===== src/rtl/crf_pkg.sv =====
// Package: register map, status word layout and operation codes for the core registers
package crf_pkg;

  // ************************************************************
  // Bus geometry
  // ************************************************************
  localparam int unsigned ADDR_W   = 10;
  localparam int unsigned DATA_W   = 32;

  // ************************************************************
  // Register indices, byte address is four times the index
  // ************************************************************
  localparam logic [7:0] IDX_STACK_TOP = 8'h81;
  localparam logic [7:0] IDX_PTR_LOW   = 8'h82;
  localparam logic [7:0] IDX_PTR_HIGH  = 8'h83;
  localparam logic [7:0] IDX_AUX_ONE   = 8'hA1;
  localparam logic [7:0] IDX_STATUS    = 8'hD0;
  localparam logic [7:0] IDX_MAIN      = 8'hE0;
  localparam logic [7:0] IDX_SECOND    = 8'hF0;

  // ************************************************************
  // Values after reset
  // ************************************************************
  localparam logic [7:0]  RST_STACK_TOP = 8'h07;
  localparam logic [7:0]  RST_BYTE      = 8'h00;
  localparam logic [15:0] RST_POINTER   = 16'h0000;

  // ************************************************************
  // Status word and auxiliary control bit positions
  // ************************************************************
  localparam int unsigned STAT_CARRY   = 7;
  localparam int unsigned STAT_HALF    = 6;
  localparam int unsigned STAT_USER0   = 5;
  localparam int unsigned STAT_BANK_HI = 4;
  localparam int unsigned STAT_BANK_LO = 3;
  localparam int unsigned STAT_RANGE   = 2;
  localparam int unsigned STAT_USER1   = 1;
  localparam int unsigned STAT_PARITY  = 0;
  localparam int unsigned AUX_PTR_SEL  = 0;

  // ************************************************************
  // Arithmetic constants
  // ************************************************************
  localparam logic [3:0] BCD_NINE   = 4'h9;
  localparam logic [7:0] DA_LOW_ADJ = 8'h06;
  localparam logic [7:0] DA_HI_ADJ  = 8'h60;
  localparam logic [7:0] ZERO_BYTE  = 8'h00;

  typedef enum logic [3:0] {
    OP_NONE  = 4'b0000,
    OP_ADD   = 4'b0001,
    OP_ADDC  = 4'b0010,
    OP_SUBB  = 4'b0011,
    OP_MUL   = 4'b0100,
    OP_DIV   = 4'b0101,
    OP_DA    = 4'b0110,
    OP_CJNE  = 4'b0111,
    OP_PUSH  = 4'b1000,
    OP_POP   = 4'b1001,
    OP_INCDP = 4'b1010
  } crf_op_t;

  typedef enum logic [2:0] {
    SEL_NONE   = 3'b000,
    SEL_STACK  = 3'b001,
    SEL_PLOW   = 3'b010,
    SEL_PHIGH  = 3'b011,
    SEL_STATUS = 3'b100,
    SEL_MAIN   = 3'b101,
    SEL_SECOND = 3'b110,
    SEL_AUX    = 3'b111
  } crf_sel_t;

endpackage


===== src/rtl/crf_alu.sv =====
// Flag and result logic for the arithmetic operations
`timescale 1ns/1ps
module crf_alu (
  input  crf_pkg::crf_op_t       opCode,
  input  wire logic [7:0] firstIn,
  input  wire logic [7:0] secondIn,
  input  wire logic       carryIn,
  input  wire logic       halfIn,
  output logic      [7:0] resA,
  output logic      [7:0] resB,
  output logic            wrA,
  output logic            wrB,
  output logic            carryOut,
  output logic            halfOut,
  output logic            rangeOut,
  output logic            updCarry,
  output logic            updHalf,
  output logic            updRange
);
  import crf_pkg::*;

  logic        cin;
  logic [8:0]  full;
  logic [4:0]  nib;
  logic [7:0]  low7;
  logic [15:0] prod;
  logic [8:0]  adj;

  always_comb begin
    cin      = (opCode == OP_ADD) ? 1'b0 : carryIn;
    full     = 9'h000;
    nib      = 5'h00;
    low7     = 8'h00;
    prod     = 16'h0000;
    adj      = {1'b0, firstIn};
    resA     = firstIn;
    resB     = secondIn;
    wrA      = 1'b0;
    wrB      = 1'b0;
    carryOut = carryIn;
    halfOut  = halfIn;
    rangeOut = 1'b0;
    updCarry = 1'b0;
    updHalf  = 1'b0;
    updRange = 1'b0;
    case (opCode)
      OP_ADD, OP_ADDC: begin
        full = {1'b0, firstIn} + {1'b0, secondIn} + {8'h00, cin};
        nib  = {1'b0, firstIn[3:0]} + {1'b0, secondIn[3:0]} + {4'h0, cin};
        low7 = {1'b0, firstIn[6:0]} + {1'b0, secondIn[6:0]} + {7'h00, cin};
        resA = full[7:0];
        wrA  = 1'b1;
        carryOut = full[8];
        halfOut  = nib[4];
        rangeOut = full[8] ^ low7[7];
        {updCarry, updHalf, updRange} = 3'b111;
      end
      OP_SUBB: begin
        full = {1'b0, firstIn} - {1'b0, secondIn} - {8'h00, cin};
        nib  = {1'b0, firstIn[3:0]} - {1'b0, secondIn[3:0]} - {4'h0, cin};
        low7 = {1'b0, firstIn[6:0]} - {1'b0, secondIn[6:0]} - {7'h00, cin};
        resA = full[7:0];
        wrA  = 1'b1;
        carryOut = full[8];
        halfOut  = nib[4];
        rangeOut = full[8] ^ low7[7];
        {updCarry, updHalf, updRange} = 3'b111;
      end
      OP_MUL: begin
        prod = {8'h00, firstIn} * {8'h00, secondIn};
        resA = prod[7:0];
        resB = prod[15:8];
        {wrA, wrB} = 2'b11;
        carryOut = 1'b0;
        rangeOut = |prod[15:8];
        {updCarry, updRange} = 2'b11;
      end
      OP_DIV: begin
        carryOut = 1'b0;
        {updCarry, updRange} = 2'b11;
        if (secondIn == ZERO_BYTE) begin
          // Results undefined: both bytes are simply left alone
          rangeOut = 1'b1;
        end else begin
          resA = firstIn / secondIn;
          resB = firstIn % secondIn;
          {wrA, wrB} = 2'b11;
        end
      end
      OP_DA: begin
        if ((firstIn[3:0] > BCD_NINE) || halfIn) begin
          adj = {1'b0, firstIn} + {1'b0, DA_LOW_ADJ};
        end
        if ((adj[7:4] > BCD_NINE) || adj[8] || carryIn) begin
          adj = {1'b0, adj[7:0]} + {1'b0, DA_HI_ADJ} + {adj[8], 8'h00};
        end
        resA     = adj[7:0];
        wrA      = 1'b1;
        carryOut = adj[8] | carryIn;
        updCarry = 1'b1;
      end
      OP_CJNE: begin
        carryOut = firstIn < secondIn;
        updCarry = 1'b1;
      end
      default: begin
        wrA = 1'b0;
      end
    endcase
  end

endmodule


===== src/rtl/crf_core_regs.sv =====
// Core special registers, status word flags and their register-bus slave
//
// Implementation choice: the APB slave port.
`timescale 1ns/1ps
module crf_core_regs (
  input  wire logic                         sys_clk,
  input  wire logic                         arst_n,
  // APB slave
  input  wire logic                         psel,
  input  wire logic                         penable,
  input  wire logic                         pwrite,
  input  wire logic [crf_pkg::ADDR_W-1:0]   paddr,
  input  wire logic [crf_pkg::DATA_W-1:0]   pwdata,
  output logic      [crf_pkg::DATA_W-1:0]   prdata,
  output logic                              pready,
  output logic                              pslverr,
  // Datapath operation port
  input  wire logic                         opStart,
  input  crf_pkg::crf_op_t                  opCode,
  input  wire logic [7:0]                   opFirst,
  input  wire logic [7:0]                   opSecond,
  input  wire logic [7:0]                   pushData,
  output logic                              stackWrite,
  output logic                              stackRead,
  output logic      [7:0]                   stackAddr,
  output logic      [7:0]                   stackData,
  // Single-bit access port
  input  wire logic                         bitValid,
  input  wire logic                         bitWrite,
  input  wire logic [7:0]                   bitAddr,
  input  wire logic                         bitValue,
  output logic                              bitReadData,
  // Register views for the datapath
  output logic      [7:0]                   mainArith,
  output logic      [7:0]                   secondOperand,
  output logic      [15:0]                  activePointer,
  output logic                              pointerSelect,
  output logic      [7:0]                   bankBase,
  output logic                              parityFlag
);
  import crf_pkg::*;

  // ************************************************************
  // Storage
  // ************************************************************
  logic [7:0]  mainArith_r;
  logic [7:0]  second_r;
  logic [7:0]  stackTop_r;
  logic [15:0] pointer_r [2];
  logic [7:1]  status_r;
  logic        ptrSel_r;
  logic [31:0] prdata_r;
  logic        bitReadData_r;
  logic        stackWrite_r;
  logic        stackRead_r;
  logic [7:0]  stackAddr_r;
  logic [7:0]  stackData_r;

  // ************************************************************
  // Decode helpers
  // ************************************************************
  function automatic crf_sel_t regSel(input logic [7:0] idx);
    case (idx)
      IDX_STACK_TOP: regSel = SEL_STACK;
      IDX_PTR_LOW:   regSel = SEL_PLOW;
      IDX_PTR_HIGH:  regSel = SEL_PHIGH;
      IDX_STATUS:    regSel = SEL_STATUS;
      IDX_MAIN:      regSel = SEL_MAIN;
      IDX_SECOND:    regSel = SEL_SECOND;
      IDX_AUX_ONE:   regSel = SEL_AUX;
      default:       regSel = SEL_NONE;
    endcase
  endfunction

  // Bit-addressable registers sit on an eight-aligned index
  function automatic crf_sel_t bitSel(input logic [7:0] addr);
    case ({addr[7:3], 3'b000})
      IDX_STATUS: bitSel = SEL_STATUS;
      IDX_MAIN:   bitSel = SEL_MAIN;
      IDX_SECOND: bitSel = SEL_SECOND;
      default:    bitSel = SEL_NONE;
    endcase
  endfunction

  logic parity;
  logic [7:0] statusFull;

  assign parity     = ^mainArith_r;
  assign statusFull = {status_r, parity};

  function automatic logic [7:0] readByte(input crf_sel_t s);
    case (s)
      SEL_STACK:  readByte = stackTop_r;
      SEL_PLOW:   readByte = pointer_r[ptrSel_r][7:0];
      SEL_PHIGH:  readByte = pointer_r[ptrSel_r][15:8];
      SEL_STATUS: readByte = statusFull;
      SEL_MAIN:   readByte = mainArith_r;
      SEL_SECOND: readByte = second_r;
      SEL_AUX:    readByte = {7'h00, ptrSel_r};
      default:    readByte = ZERO_BYTE;
    endcase
  endfunction

  // ************************************************************
  // APB decode
  // ************************************************************
  crf_sel_t   busSel;
  logic       busWr;
  logic [7:0] wrByte;

  assign busSel  = regSel(paddr[ADDR_W-1:2]);
  assign pready  = psel & penable;
  assign pslverr = psel & penable & (busSel == SEL_NONE);
  assign busWr   = psel & penable & pwrite & (busSel != SEL_NONE);
  assign wrByte  = pwdata[7:0];

  // Read data is taken in the setup cycle so that it comes from a flop
  always_ff @(posedge sys_clk or negedge arst_n) begin
    if (!arst_n) begin
      prdata_r <= 32'h0000_0000;
    end else if (psel && !penable && !pwrite) begin
      prdata_r <= {24'h00_0000, readByte(busSel)};
    end
  end
  assign prdata = prdata_r;

  // ************************************************************
  // Single-bit access
  // ************************************************************
  crf_sel_t   bitTarget;
  logic       bitWr;
  logic [7:0] bitByte;

  assign bitTarget = bitSel(bitAddr);
  assign bitByte   = readByte(bitTarget);
  assign bitWr     = bitValid & bitWrite & (bitTarget != SEL_NONE);

  always_ff @(posedge sys_clk or negedge arst_n) begin
    if (!arst_n) begin
      bitReadData_r <= 1'b0;
    end else if (bitValid && !bitWrite) begin
      bitReadData_r <= bitByte[bitAddr[2:0]];
    end
  end
  assign bitReadData = bitReadData_r;

  // ************************************************************
  // Arithmetic unit
  // ************************************************************
  logic       aluGo;
  logic [7:0] aluFirst;
  logic [7:0] resA;
  logic [7:0] resB;
  logic       wrA;
  logic       wrB;
  logic       carryOut;
  logic       halfOut;
  logic       rangeOut;
  logic       updCarry;
  logic       updHalf;
  logic       updRange;

  // Compare takes its first operand from the datapath, not the main register
  assign aluGo    = opStart;
  assign aluFirst = (opCode == OP_CJNE) ? opFirst : mainArith_r;

  crf_alu u_alu (
    .opCode   (aluGo ? opCode : OP_NONE),
    .firstIn  (aluFirst),
    .secondIn ((opCode == OP_MUL || opCode == OP_DIV) ? second_r : opSecond),
    .carryIn  (status_r[STAT_CARRY]),
    .halfIn   (status_r[STAT_HALF]),
    .resA     (resA),
    .resB     (resB),
    .wrA      (wrA),
    .wrB      (wrB),
    .carryOut (carryOut),
    .halfOut  (halfOut),
    .rangeOut (rangeOut),
    .updCarry (updCarry),
    .updHalf  (updHalf),
    .updRange (updRange)
  );

  // ************************************************************
  // Main arithmetic and second operand registers
  // ************************************************************
  // Datapath results win over a bus write in the same cycle
  always_ff @(posedge sys_clk or negedge arst_n) begin
    if (!arst_n) begin
      mainArith_r <= RST_BYTE;
    end else if (wrA) begin
      mainArith_r <= resA;
    end else if (bitWr && bitTarget == SEL_MAIN) begin
      mainArith_r[bitAddr[2:0]] <= bitValue;
    end else if (busWr && busSel == SEL_MAIN) begin
      mainArith_r <= wrByte;
    end
  end

  always_ff @(posedge sys_clk or negedge arst_n) begin
    if (!arst_n) begin
      second_r <= RST_BYTE;
    end else if (wrB) begin
      second_r <= resB;
    end else if (bitWr && bitTarget == SEL_SECOND) begin
      second_r[bitAddr[2:0]] <= bitValue;
    end else if (busWr && busSel == SEL_SECOND) begin
      second_r <= wrByte;
    end
  end

  // ************************************************************
  // Status word
  // ************************************************************
  // Parity has no storage, so no write path can reach it
  always_ff @(posedge sys_clk or negedge arst_n) begin
    if (!arst_n) begin
      status_r <= RST_BYTE[7:1];
    end else begin
      if (bitWr && bitTarget == SEL_STATUS && bitAddr[2:0] != 3'(STAT_PARITY)) begin
        status_r[bitAddr[2:0]] <= bitValue;
      end else if (busWr && busSel == SEL_STATUS) begin
        status_r <= wrByte[7:1];
      end
      if (updCarry) begin
        status_r[STAT_CARRY] <= carryOut;
      end
      if (updHalf) begin
        status_r[STAT_HALF] <= halfOut;
      end
      if (updRange) begin
        status_r[STAT_RANGE] <= rangeOut;
      end
    end
  end

  // Working register bank starts at bank number times eight
  assign bankBase   = {3'b000, status_r[STAT_BANK_HI], status_r[STAT_BANK_LO], 3'b000};
  assign parityFlag = parity;

  // ************************************************************
  // Stack top index
  // ************************************************************
  logic [7:0] stackNext;
  logic       doPush;
  logic       doPop;

  assign doPush    = opStart & (opCode == OP_PUSH);
  assign doPop     = opStart & (opCode == OP_POP);
  assign stackNext = stackTop_r + 8'h01;

  always_ff @(posedge sys_clk or negedge arst_n) begin
    if (!arst_n) begin
      stackTop_r <= RST_STACK_TOP;
    end else if (doPush) begin
      stackTop_r <= stackNext;
    end else if (doPop) begin
      stackTop_r <= stackTop_r - 8'h01;
    end else if (busWr && busSel == SEL_STACK) begin
      stackTop_r <= wrByte;
    end
  end

  // The write strobe carries the already incremented index
  always_ff @(posedge sys_clk or negedge arst_n) begin
    if (!arst_n) begin
      stackWrite_r <= 1'b0;
      stackRead_r  <= 1'b0;
      stackAddr_r  <= RST_BYTE;
      stackData_r  <= RST_BYTE;
    end else begin
      stackWrite_r <= doPush;
      stackRead_r  <= doPop;
      if (doPush) begin
        stackAddr_r <= stackNext;
        stackData_r <= pushData;
      end else if (doPop) begin
        stackAddr_r <= stackTop_r;
      end
    end
  end

  assign stackWrite = stackWrite_r;
  assign stackRead  = stackRead_r;
  assign stackAddr  = stackAddr_r;
  assign stackData  = stackData_r;

  // ************************************************************
  // Data pointers and pointer select
  // ************************************************************
  always_ff @(posedge sys_clk or negedge arst_n) begin
    if (!arst_n) begin
      ptrSel_r <= 1'b0;
    end else if (busWr && busSel == SEL_AUX) begin
      ptrSel_r <= wrByte[AUX_PTR_SEL];
    end
  end

  // Byte accesses and increments only touch the selected pointer
  genvar gp;
  generate
    for (gp = 0; gp < 2; gp++) begin : g_ptr
      logic active;
      assign active = (ptrSel_r == 1'(gp));
      always_ff @(posedge sys_clk or negedge arst_n) begin
        if (!arst_n) begin
          pointer_r[gp] <= RST_POINTER;
        end else if (active) begin
          if (opStart && opCode == OP_INCDP) begin
            pointer_r[gp] <= pointer_r[gp] + 16'h0001;
          end else if (busWr && busSel == SEL_PLOW) begin
            pointer_r[gp][7:0] <= wrByte;
          end else if (busWr && busSel == SEL_PHIGH) begin
            pointer_r[gp][15:8] <= wrByte;
          end
        end
      end
    end
  endgenerate

  assign activePointer = pointer_r[ptrSel_r];
  assign pointerSelect = ptrSel_r;

  // ************************************************************
  // Register views
  // ************************************************************
  assign mainArith     = mainArith_r;
  assign secondOperand = second_r;

endmodule


===== config.mk =====
export PLATFORM = sky130hd
export DESIGN_NAME = crf_core_regs
export DESIGN_NICKNAME = d
export VERILOG_FILES = /design/src/rtl/crf_pkg.sv /design/src/rtl/crf_alu.sv /design/src/rtl/crf_core_regs.sv
export SDC_FILE = /design/constraint.sdc
export NUM_CORES = 1
export LEC_CHECK = 0
export BUFFER_PORTS_ARGS = -buffer_cell sky130_fd_sc_hd__buf_2
export CAP_MARGIN = 5
export CELL_PAD_IN_SITES_DETAIL_PLACEMENT = 2
export CELL_PAD_IN_SITES_GLOBAL_PLACEMENT = 2
export CORE_MARGIN = 1.5
export CORE_UTILIZATION = 32
export DETAILED_ROUTE_END_ITERATION = 8
export PLACE_DENSITY_LB_ADDON = 0.1
export SKIP_LAST_GASP = 1
export SYNTH_ARGS = -nofsm -noshare
export SYNTH_HDL_FRONTEND = slang
export SYNTH_HIERARCHICAL = 1
export SYNTH_SLANG_ARGS = --single-unit
export TNS_END_PERCENT = 1

===== constraint.sdc =====
create_clock -name sys_clk -period 11.7 [get_ports sys_clk]
set_input_delay 1.755 -clock sys_clk [delete_from_list [all_inputs] [get_ports sys_clk]]
set_output_delay 1.755 -clock sys_clk [all_outputs]
set_load 0.05 [all_outputs]

==> impl_metrics.csv, run 1 <==
group,metric,value,unit
run_status,status,"complete, but fails checks",
run_status,violations,"negative setup slack",
layout,final_nets,2059,
global_route,grt_usage,28.8,%
placement,placedCellCount,2304,
placement,pre_cts_slack,-1.85,ns
logic_synthesis,netlist.area_leader.share,17.4,%
timing,worst_slack,-1.08,ns
clock_tree,clk_latency,0.38,ns
timing,rsz0062_at_grt,"true",
floorplanning,die_h,202,um
placement,place_congestion,0.898,
global_route,grt_pass1_wl,90500,um
logic_synthesis,ys.flop_type,"dfrtp_1",
min_path,min_from,"stackAddr[6]",
global_route,grt_max_degree,68,
power_and_ir_drop,power_density,254,nW/um^2
floorplanning,start_util,32.6,%
clock_tree,clock_sinks,91,
timing,setup_tns,-8.99,ns
route,ant_nets,0,
placement,io_buffers,125,
logic_synthesis,synth-seq-cells,91,
clock_tree,clock_path_buffers,2,
timing,period_minus_slack,12.78,ns
placement,place_area,14800,um^2
critical_path,cp_top_family,"compound AO/OA/AOI/OAI gates",
logic_synthesis,synth_mux_area_share,7.05,%
floorplanning,top_level_ports,182,
timing,relSlewSlack,29.6,%
logic_synthesis,synth_top_family_by_area,"compound AO/OA/AOI/OAI gates",
timing,period_share,109,%
run,maxCapViolCount,0,
floorplanning,die_w,202,um
critical_path,cp-end-kind,"flop",
critical_path,cpMaxStageDelayCell,"or4_4",
clock_tree,cts_root_buffer,"clkbuf_16",
critical_path,crit_buf_inv,8,
logic_synthesis,ys_warn_count,6,
layout,drive_gt1_share,26.4,%
floorplanning,core_area,38800,um^2
route,viasPerCell,5.80,
logic_synthesis,yosys.area.top_type,"dfrtp_1",
timing,hold_viol_final,0,
route,drt_iter0_drc,655,
clock_tree,cts_tree,"yes",
logic_synthesis,synth_edf_count,0,
placement,hpwl,45400,um
critical_path,r2r_start,"secondOperand[6]",
timing,tightestPinTransition,1.05,ns
timing,maxSlewViolCount,0,
timing,setup-violations-final,9,
logic_synthesis,netlist_area,12600,um^2
power_and_ir_drop,power.total,0.00397,W
clock_tree,cts.clk_slew.worst_paths,0.07,ns
logic_synthesis,seq_area_frac_synth,18.0,%
global_route,antenna_found_initial,0,
logic_synthesis,synth_xor_area_share,4.16,%
clock_tree,cts_hold_buf,0,
critical_path,worstPathArrival,13.01,ns
layout,final_area,15600,um^2
logic_synthesis,synth_compound_area_share,24.1,%
route,drtPass1Iterations,5,
global_route,first_global_vias,14800,
min_path,worstHoldPathType,"reg -> reg",
logic_synthesis,synthSimpleGateAreaFrac,21.3,%
critical_path,crit_path_start_kind,"input port",
power_and_ir_drop,p_leak,6.88,nW
layout,area_growth,23.6,%
critical_path,max_stage_delay,0.53,ns
logic_synthesis,synthArstFlopShare,100,%
logic_synthesis,syn_inst,1584,
critical_path,required,11.93,ns
clock_tree,numCtsBuffers,9,
route,routedWlPerCell,25.1,um
route,vias,13600,
logic_synthesis,synthAdderAreaFrac,17.5,%
logic_synthesis,ys_types,100,
layout,instances_no_fill,2344,
critical_path,cp-startpoint,"opCode[1]",
floorplanning,rows,72,
timing,clock_skew,0.00781,ns
floorplanning,dieArea,40700,um^2
critical_path,crit_type,"in -> reg",
logic_synthesis,synthTopCellsByArea,"dfrtp_1 (17%), ha_1 (11%), fa_1 (6.5%), mux2_2 (5.2%), nand2_1 (4.8%)",
global_route,grt-ovfl-total,0,
logic_synthesis,syn_area_per_cell,7.98,um^2
critical_path,crit_path_frequent_cell,"ha_4",
timing,fmax,78.3,MHz
clock_tree,cts_htree_levels,3,
route,drcViolationCount,0,
critical_path,crit_path_max_fanout,6,
route,wl,58800,um
power_and_ir_drop,ir_worst_vdd,374,uV
-- worst min-delay path: cells and delay by family, from the launching register on --
| kind | cells | cell delay (ns) |
|---|---|---|
| flip-flops | 1 | 0.34 |
| AO/OA/AOI/OAI | 1 | 0.06 |
| AND/OR/NAND/NOR | 1 | 0.04 |
-- placed cells by master, fill, tap and decap left out, types with 16 or more instances in the layout --
| cell type | Yosys | layout |
|---|---|---|
| fa_1 | 41 | 40 |
| o21ai_0 | 88 | 84 |
| xnor2_1 | 40 | 40 |
| nor2_1 | 118 | 115 |
| o22ai_1 | 19 | 18 |
| conb_1 | 1 | 30 |
| dfrtp_1 | 88 | 87 |
| a22oi_1 | 17 | 17 |
| nand3_1 | 37 | 37 |
| nand2_1 | 162 | 162 |
| ha_1 | 111 | 98 |
| inv_1 | 117 | 113 |
| o21a_1 | 18 | 17 |
| buf_2 | 9 | 122 |
| a21oi_1 | 104 | 97 |
| o211ai_1 | 16 | 16 |
| mux2_2 | 58 | 50 |
| nand4_1 | 25 | 25 |
| xor2_1 | 20 | 20 |
| nor3_1 | 46 | 45 |
| buf_4 | 32 | 166 |
-- report_power, final --
| part | total, W | internal [W] | switching [W] |
|---|---|---|---|
| sequential | 0.000454 | 0.000368 | 0.0000863 |
| clock | 0.000325 | 0.000170 | 0.000155 |
| combinational | 0.00319 | 0.00126 | 0.00193 |
| total | 0.00397 | 0.00180 | 0.00218 |
-- stage by stage --
stage                     hold WS, ns  utilization (%)
after floorplan                 0.500                -
after global routing            0.518             40.2
after global placement          0.457             38.2
after CTS                       0.497             40.1
final                           0.484             40.2
after detailed placement        0.480             38.2
-- worst paths after layout --
kind,end,slack (ns),cells after the start
max in group asynchronous,pointerSelect,9.09,2
worst max register to register,secondOperand[5],0.32,51
worst max-delay path,secondOperand[5],-1.08,55
min in group asynchronous,pointer_r[21],1.29,1
worst min register to register,stackAddr[6],0.48,2
worst min-delay path,stackAddr[6],0.48,2
-- sequential cells by signal, summed over array words and instances, names as in the netlist --
signal         flops
pointer_r         32
bitReadData        1
stackRead          1
secondOperand      8
stackData          8
stackWrite         1
status_r           7
stackAddr          8
mainArith          8
prdata             8
stackTop_r         8
pointerSelect      1
-- area by class of cell --
| class | instances | area (um^2) |
|---|---|---|
| clock buffers | 9 | 225 |
| fillers | 4433 | 23200 |
| repair buffers | 299 | 1990 |
| diodes | 1 | 2.50 |
| multi-input cells | 1299 | 9940 |
| well taps | 518 | 648 |
| inverters | 120 | 450 |
| clock inverters | 7 | 83.8 |
| flip-flops and latches | 91 | 2280 |
-- Yosys cell counts, types with 17 or more instances --
library cell	n
ha_1	111
o21a_1	18
nand2_1	162
inv_1	117
nand4_1	25
xor2_1	20
o22ai_1	19
nand3_1	37
or3_1	18
mux2_2	58
a22oi_1	17
buf_4	32
nor2_1	118
clkbuf_1	54
nor3_1	46
o21ai_0	88
dfrtp_1	88
mux2i_1	19
a21oi_1	104
xnor2_1	40
fa_1	41
-- cell families (layout without fill, tap and decap cells) --
family                     count (synthesis)  after routing
and+or+nand+nor                          534            534
AOI/OAI and AO/OA                        443            443
buffers and inverters                    223            435
adders and majority gates                152            152
DFF                                       91             91
muxes                                     80             80
xor gates and xnor gates                  60             60
other                                      1             31
-- per-layer routing --
| metal | vias to the layer above | track usage [%] | share of wire, % |
|---|---|---|---|
| li1 | 6200 | - | - |
| met4 | 0 | 10.7 | 3.6 |
| met5 | - | 0 | 0 |
| met3 | 116 | 2.63 | 3.0 |
| met2 | 326 | 52.5 | 51 |
| met1 | 6958 | 35.0 | 42 |
-- what timing repair did --
action	in CTS	in global routing
setup buffers	22	1
pin swaps	37	6
cloned	0	0
setup endpoints to repair	10	10
resized for setup	57	7
endpoints found under the hold margin	0	0
Power figures use the tool's default switching activity.
==> run 2: changes to the inputs <==
Clock period 11.7 ns to 10.35 ns, I/O delays scaled along.
==> run 2 against run 1 <==
Compared with the run above: the run still ends with negative setup slack left; core utilization grew 1.1 points; worst hold slack worse by 0.0065 ns; non-clock buffer count up 32; first-iteration DRC count fell by 11%; wire length grew 2.8%; via count rose by 1.4%.
==> impl_metrics.csv, run 2 (synthesized netlist as in run 1, its figures left out) <==
group,metric,value,unit
run_status,status,"complete, but fails checks",
run_status,violations,"negative setup slack",
critical_path,r2r_slack,-0.67,ns
power_and_ir_drop,power_density,289,nW/um^2
layout,most-common-layout-cells,"buf_4 (197), nand2_1 (160), buf_2 (122), nor2_1 (117), inv_1 (114)",
global_route,gr-usage-met1,34.3,%
critical_path,required,10.56,ns
timing,fmax,80.7,MHz
global_route,met2_usage,53.5,%
global_route,busiest_layer,"met2",
route,drtPass1Iterations,5,
critical_path,cp-end-kind,"flop",
floorplanning,dieArea,40700,um^2
clock_tree,cts_hold_buf,0,
critical_path,regToRegEndpoint,"secondOperand[7]",
layout,area.sequential,2280,um^2
route,vias,13800,
placement,pre_cts_slack,-2.70,ns
global_route,grt_usage,29.1,%
power_and_ir_drop,p_leak,7.07,nW
floorplanning,die_w,202,um
layout,multi_input_area,10100,um^2
clock_tree,clock_path_buffers,2,
global_route,grt_use_met3,2.35,%
layout,n_fill_cell,4400,
critical_path,crit_path_frequent_cell,"ha_4",
layout,top_register,"pointer_r",
critical_path,cpMaxStageDelayCell,"a2111oi_4",
placement,io_buffers,125,
layout,final_core_util,41.3,%
route,drcViolationCount,0,
critical_path,endpoint,"secondOperand[7]",
global_route,grt_pass1_wl,91400,um
critical_path,worstPathArrival,12.60,ns
floorplanning,die_h,202,um
timing,relSlewSlack,28.7,%
run,maxCapViolCount,0,
timing,maxSlewViolCount,0,
route,ant_nets,0,
placement,placedCellCount,2318,
power_and_ir_drop,ir_worst_vdd,514,uV
layout,diodes,0,
timing,period_minus_slack,12.39,ns
critical_path,crit_type,"in -> reg",
clock_tree,cts_root_buffer,"clkbuf_16",
timing,clock_skew,0.00544,ns
layout,area_growth,26.9,%
timing,period_share,120,%
critical_path,crit_path_max_fanout,6,
global_route,grt_max_degree,48,
route,wl,60400,um
layout,largest_reg_flops,32,
placement,place_congestion,0.913,
critical_path,crit_path_start_kind,"input port",
critical_path,r2r_start,"secondOperand[5]",
timing,hold_viol_final,0,
clock_tree,cts_tree,"yes",
critical_path,max_stage_delay,0.38,ns
floorplanning,start_util,32.6,%
global_route,first_global_vias,15100,
critical_path,cp-startpoint,"opCode[3]",
timing,rsz0062_at_grt,"true",
floorplanning,rows,72,
floorplanning,top_level_ports,182,
timing,tightestPinTransition,1.07,ns
critical_path,ff2ff_path_depth,52,
route,viasPerCell,5.81,
power_and_ir_drop,power.total,0.00463,W
clock_tree,clk_latency,0.37,ns
global_route,grt-ovfl-total,0,
route,routedWlPerCell,25.4,um
global_route,antenna_found_initial,0,
floorplanning,core_area,38800,um^2
min_path,worstHoldPathType,"reg -> reg",
layout,drive_gt1_share,28.2,%
timing,setup_tns,-17.98,ns
route,drt_iter0_drc,583,
layout,final_nets,2091,
clock_tree,cts_htree_levels,3,
layout,instances_no_fill,2375,
placement,hpwl,46900,um
layout,final_common_cell,"buf_4",
clock_tree,clock_sinks,91,
timing,setup-violations-final,10,
clock_tree,numCtsBuffers,9,
timing,worst_slack,-2.04,ns
clock_tree,cts.clk_slew.worst_paths,0.07,ns
==> run 2: changes by cell type in the layout (fill, tap and decap cells not counted), moves of 2 or more <==
cell | previous run | this run
a21oi_1 | 97 | 95
a21oi_4 | 0 | 3
buf_4 | 166 | 197
ha_1 | 98 | 93
ha_4 | 11 | 17
inv_2 | 5 | 3
nand2_1 | 162 | 160
nand2_2 | 1 | 3
nor2_1 | 115 | 117
nor2_2 | 3 | 1
o31ai_4 | 2 | 4
==> run 2: area by class of cell <==
class | count | area share (%)
Multi-Input combinational cell | 1299 | 62.9
Clock buffer | 9 | 1.40
Tap cell | 518 | 4.04
Inverter | 120 | 2.82
Sequential cell | 91 | 14.2
Clock inverter | 7 | 0.616
Timing Repair Buffer | 331 | 14.0
==> run 2: how the worst min path moves through the flow <==
stage	slack, ns	end	startpoint	cells past startpoint
2_1_floorplan	0.50	pointer_r[0]	pointer_r[0]	1
3_3_place_gp	0.46	stackAddr[4]	stackAddr[4]	2
3_5_place_dp	0.47	stackAddr[3]	stackAddr[3]	2
4_1_cts	0.49	stackAddr[3]	stackAddr[3]	2
5_1_grt	0.50	stackAddr[3]	stackAddr[3]	2
6_report	0.48	stackAddr[4]	stackAddr[4]	2
==> run 2: timing repair <==
item,in CTS,in global routing
resized for setup,51,35
setup buffers,28,14
pin swaps,46,37
setup endpoints to repair,10,10
==> run 2: metal layers <==
metal / routed length [um] / vias up
met5: 0 / -
met4: 2650 / 0
met3: 1720 / 119
met2: 31100 / 323
met1: 24900 / 7099
li1: - / 6251
==> run 2: stage by stage <==
stage                     cell area (um^2)  hold slack (ns)
after floorplan                      13000            0.500
after global placement               14900            0.459
after detailed placement             14900            0.473
after CTS                            15700            0.489
after global routing                 16000            0.500
final                                16000            0.478
==> run 2: worst max-delay path, delay by kind of cell <==
| family | cells | cell delay [ns] |
|---|---|---|
| XOR/XNOR | 1 | 0.30 |
| buffers and inverters | 10 | 1.28 |
| AND/OR/NAND/NOR | 9 | 1.76 |
| AO/OA/AOI/OAI | 24 | 4.49 |
| multiplexers | 5 | 1.43 |
| adder cells (fa/ha/maj) | 7 | 1.74 |
==> run 2: power breakdown <==
part	internal [W]	leakage, nW	switching, W
registers	0.000416	1.11	0.0000844
clock network	0.000214	0.156	0.000164
logic	0.00150	5.80	0.00225
==> run 3: changes to the inputs <==
Settings changed: TNS_END_PERCENT 1 to 100.
==> run 3 against run 2 <==
Compared with the run above: the flow still finishes with violations (negative setup slack); non-clock buffer count is 6 lower; sequential power barely moved; flip-flop and latch count stayed put; clock power shrank 11%; final cell count is 0.25% lower; critical path depth down 1; design area shrank 0.53%; critical path type unchanged.
==> impl_metrics.csv, run 3 (synthesized netlist as in run 1, its figures left out) <==
group,metric,value,unit
critical_path,max_stage_delay,0.39,ns
timing,hold_ws,0.479,ns
global_route,grt_max_degree,47,
clock_tree,numCtsBuffers,9,
critical_path,regToRegEndpoint,"secondOperand[6]",
clock_tree,cts_hold_buf,0,
timing,setup-violations-final,10,
critical_path,r2r_start,"secondOperand[5]",
timing,rsz0062_at_grt,"true",
layout,final_nets,2085,
global_route,grt_usage,30.2,%
critical_path,crit_path_start_kind,"input port",
route,routedWlPerCell,26.1,um
timing,maxSlewViolCount,0,
layout,area_growth,26.2,%
route,drtPass1Iterations,4,
layout,n_fill_cell,4450,
floorplanning,rows,72,
route,drt_iter0_drc,671,
power_and_ir_drop,p_leak,7.02,nW
critical_path,worstPathArrival,12.85,ns
clock_tree,clock_path_buffers,2,
timing,fmax,79.4,MHz
route,wl,61700,um
layout,largest_reg_flops,32,
layout,area.sequential,2280,um^2
placement,hpwl,47700,um
clock_tree,cts_tree,"yes",
run_status,status,"complete, but fails checks",
layout,drive_gt1_share,28.5,%
layout,multi_input_area,10100,um^2
timing,worst_slack,-2.24,ns
global_route,antenna_found_initial,0,
min_path,hold_end,"stackAddr[0]",
critical_path,crit_path_max_fanout,7,
critical_path,crit_type,"in -> reg",
placement,io_buffers,125,
global_route,grt-ovfl-total,0,
layout,most-common-layout-cells,"buf_4 (187), nand2_1 (157), buf_2 (122), inv_1 (113), nor2_1 (112)",
route,vias,13900,
timing,tightestPinTransition,1.22,ns
clock_tree,clk_latency,0.38,ns
min_path,worstHoldPathType,"reg -> reg",
power_and_ir_drop,power_density,289,nW/um^2
critical_path,cp-end-kind,"flop",
global_route,grt_use_met3,3.77,%
floorplanning,dieArea,40700,um^2
critical_path,required,10.60,ns
route,drcViolationCount,0,
clock_tree,cts.clk_slew.worst_paths,0.07,ns
layout,diodes,0,
timing,period_minus_slack,12.59,ns
floorplanning,die_h,202,um
run,maxCapViolCount,0,
floorplanning,start_util,32.6,%
clock_tree,cts_root_buffer,"clkbuf_16",
global_route,grt_pass1_wl,94400,um
global_route,first_global_vias,15300,
global_route,met2_usage,54.0,%
global_route,busiest_layer,"met2",
critical_path,cpMaxStageDelayCell,"a2111oi_4",
floorplanning,die_w,202,um
clock_tree,clock_sinks,91,
timing,setup_tns,-19.81,ns
critical_path,crit_path_frequent_cell,"buf_6",
layout,final_common_cell,"buf_4",
min_path,min_from,"stackAddr[0]",
timing,clock_skew,0.00925,ns
route,viasPerCell,5.85,
critical_path,r2r_slack,-0.90,ns
floorplanning,top_level_ports,182,
critical_path,ff2ff_path_depth,51,
layout,top_register,"pointer_r",
layout,final_core_util,41.1,%
timing,relSlewSlack,18.1,%
power_and_ir_drop,ir_worst_vdd,489,uV
run_status,violations,"negative setup slack",
global_route,gr-usage-met1,34.9,%
placement,place_congestion,0.941,
critical_path,crit_buf_inv,9,
min_path,min_path_cells,2,
floorplanning,core_area,38800,um^2
route,ant_nets,0,
timing,period_share,122,%
critical_path,cp_top_family,"compound AO/OA/AOI/OAI gates",
clock_tree,cts_htree_levels,3,
timing,hold_viol_final,0,
run 3: power breakdown:
| part | internal [W] | leakage, nW | total, W | switching (W) |
|---|---|---|---|---|
| registers | 0.000416 | 1.11 | 0.000502 | 0.0000855 |
| logic | 0.00149 | 5.78 | 0.00378 | 0.00228 |
| clock network | 0.000164 | 0.128 | 0.000334 | 0.000170 |
| total | 0.00208 | 7.02 | 0.00461 | 0.00254 |
run 3: worst reg2reg max path, delay by kind of cell (launching register included):
| family | cells | cell delay [ns] |
|---|---|---|
| AO/OA/AOI/OAI | 25 | 5.08 |
| multiplexers | 5 | 1.64 |
| AND/OR/NAND/NOR | 8 | 1.45 |
| adder cells (fa/ha/maj) | 7 | 1.72 |
| buffers and inverters | 6 | 0.84 |
| flip-flops | 1 | 0.42 |
run 3: worst max-delay path by stage:
stage / from / end / slack (ns) / cells past startpoint
2_1_floorplan: opCode[3] / secondOperand[5] / -2.33 / 53
3_3_place_gp: opCode[3] / secondOperand[5] / -2.19 / 50
3_5_place_dp: opCode[3] / secondOperand[7] / -2.81 / 52
4_1_cts: opCode[1] / secondOperand[5] / -1.87 / 53
5_1_grt: opCode[3] / secondOperand[6] / -2.69 / 56
6_report: opCode[3] / secondOperand[6] / -2.24 / 55
run 3: layout make-up:
type                       count  area share (%)
timing repair buffer         325            13.9
tap                          518            4.06
clock inverter                 7           0.337
multi-input combinational   1299            63.2
sequential                    91            14.3
inverter                     120            2.84
clock buffer                   9            1.41
run 3: stage by stage:
step                area, um^2  power [W]  worst slack [ns]  std cells
finish                   16000    0.00461             -2.24       2369
global route             16000    0.00495             -2.69       2369
global placement         14900    0.00392             -2.19       2314
floorplan                13000    0.00269             -2.33       1613
detailed placement       14900    0.00402             -2.81       2314
CTS                      15800    0.00454             -1.87       2360
run 3: per-layer routing:
layer / vias up / part of all wire [%]
li1: 6255 / -
met5: - / 0
met3: 185 / 3.7
met1: 7011 / 40
met2: 399 / 51
met4: 0 / 6.0
run 3: repair_timing:
item,4_1_cts,5_1_grt
setup buffers,33,10
cloned,0,0
gates resized for setup,64,26
pin swaps,49,40
endpoints found under the setup margin,10,10
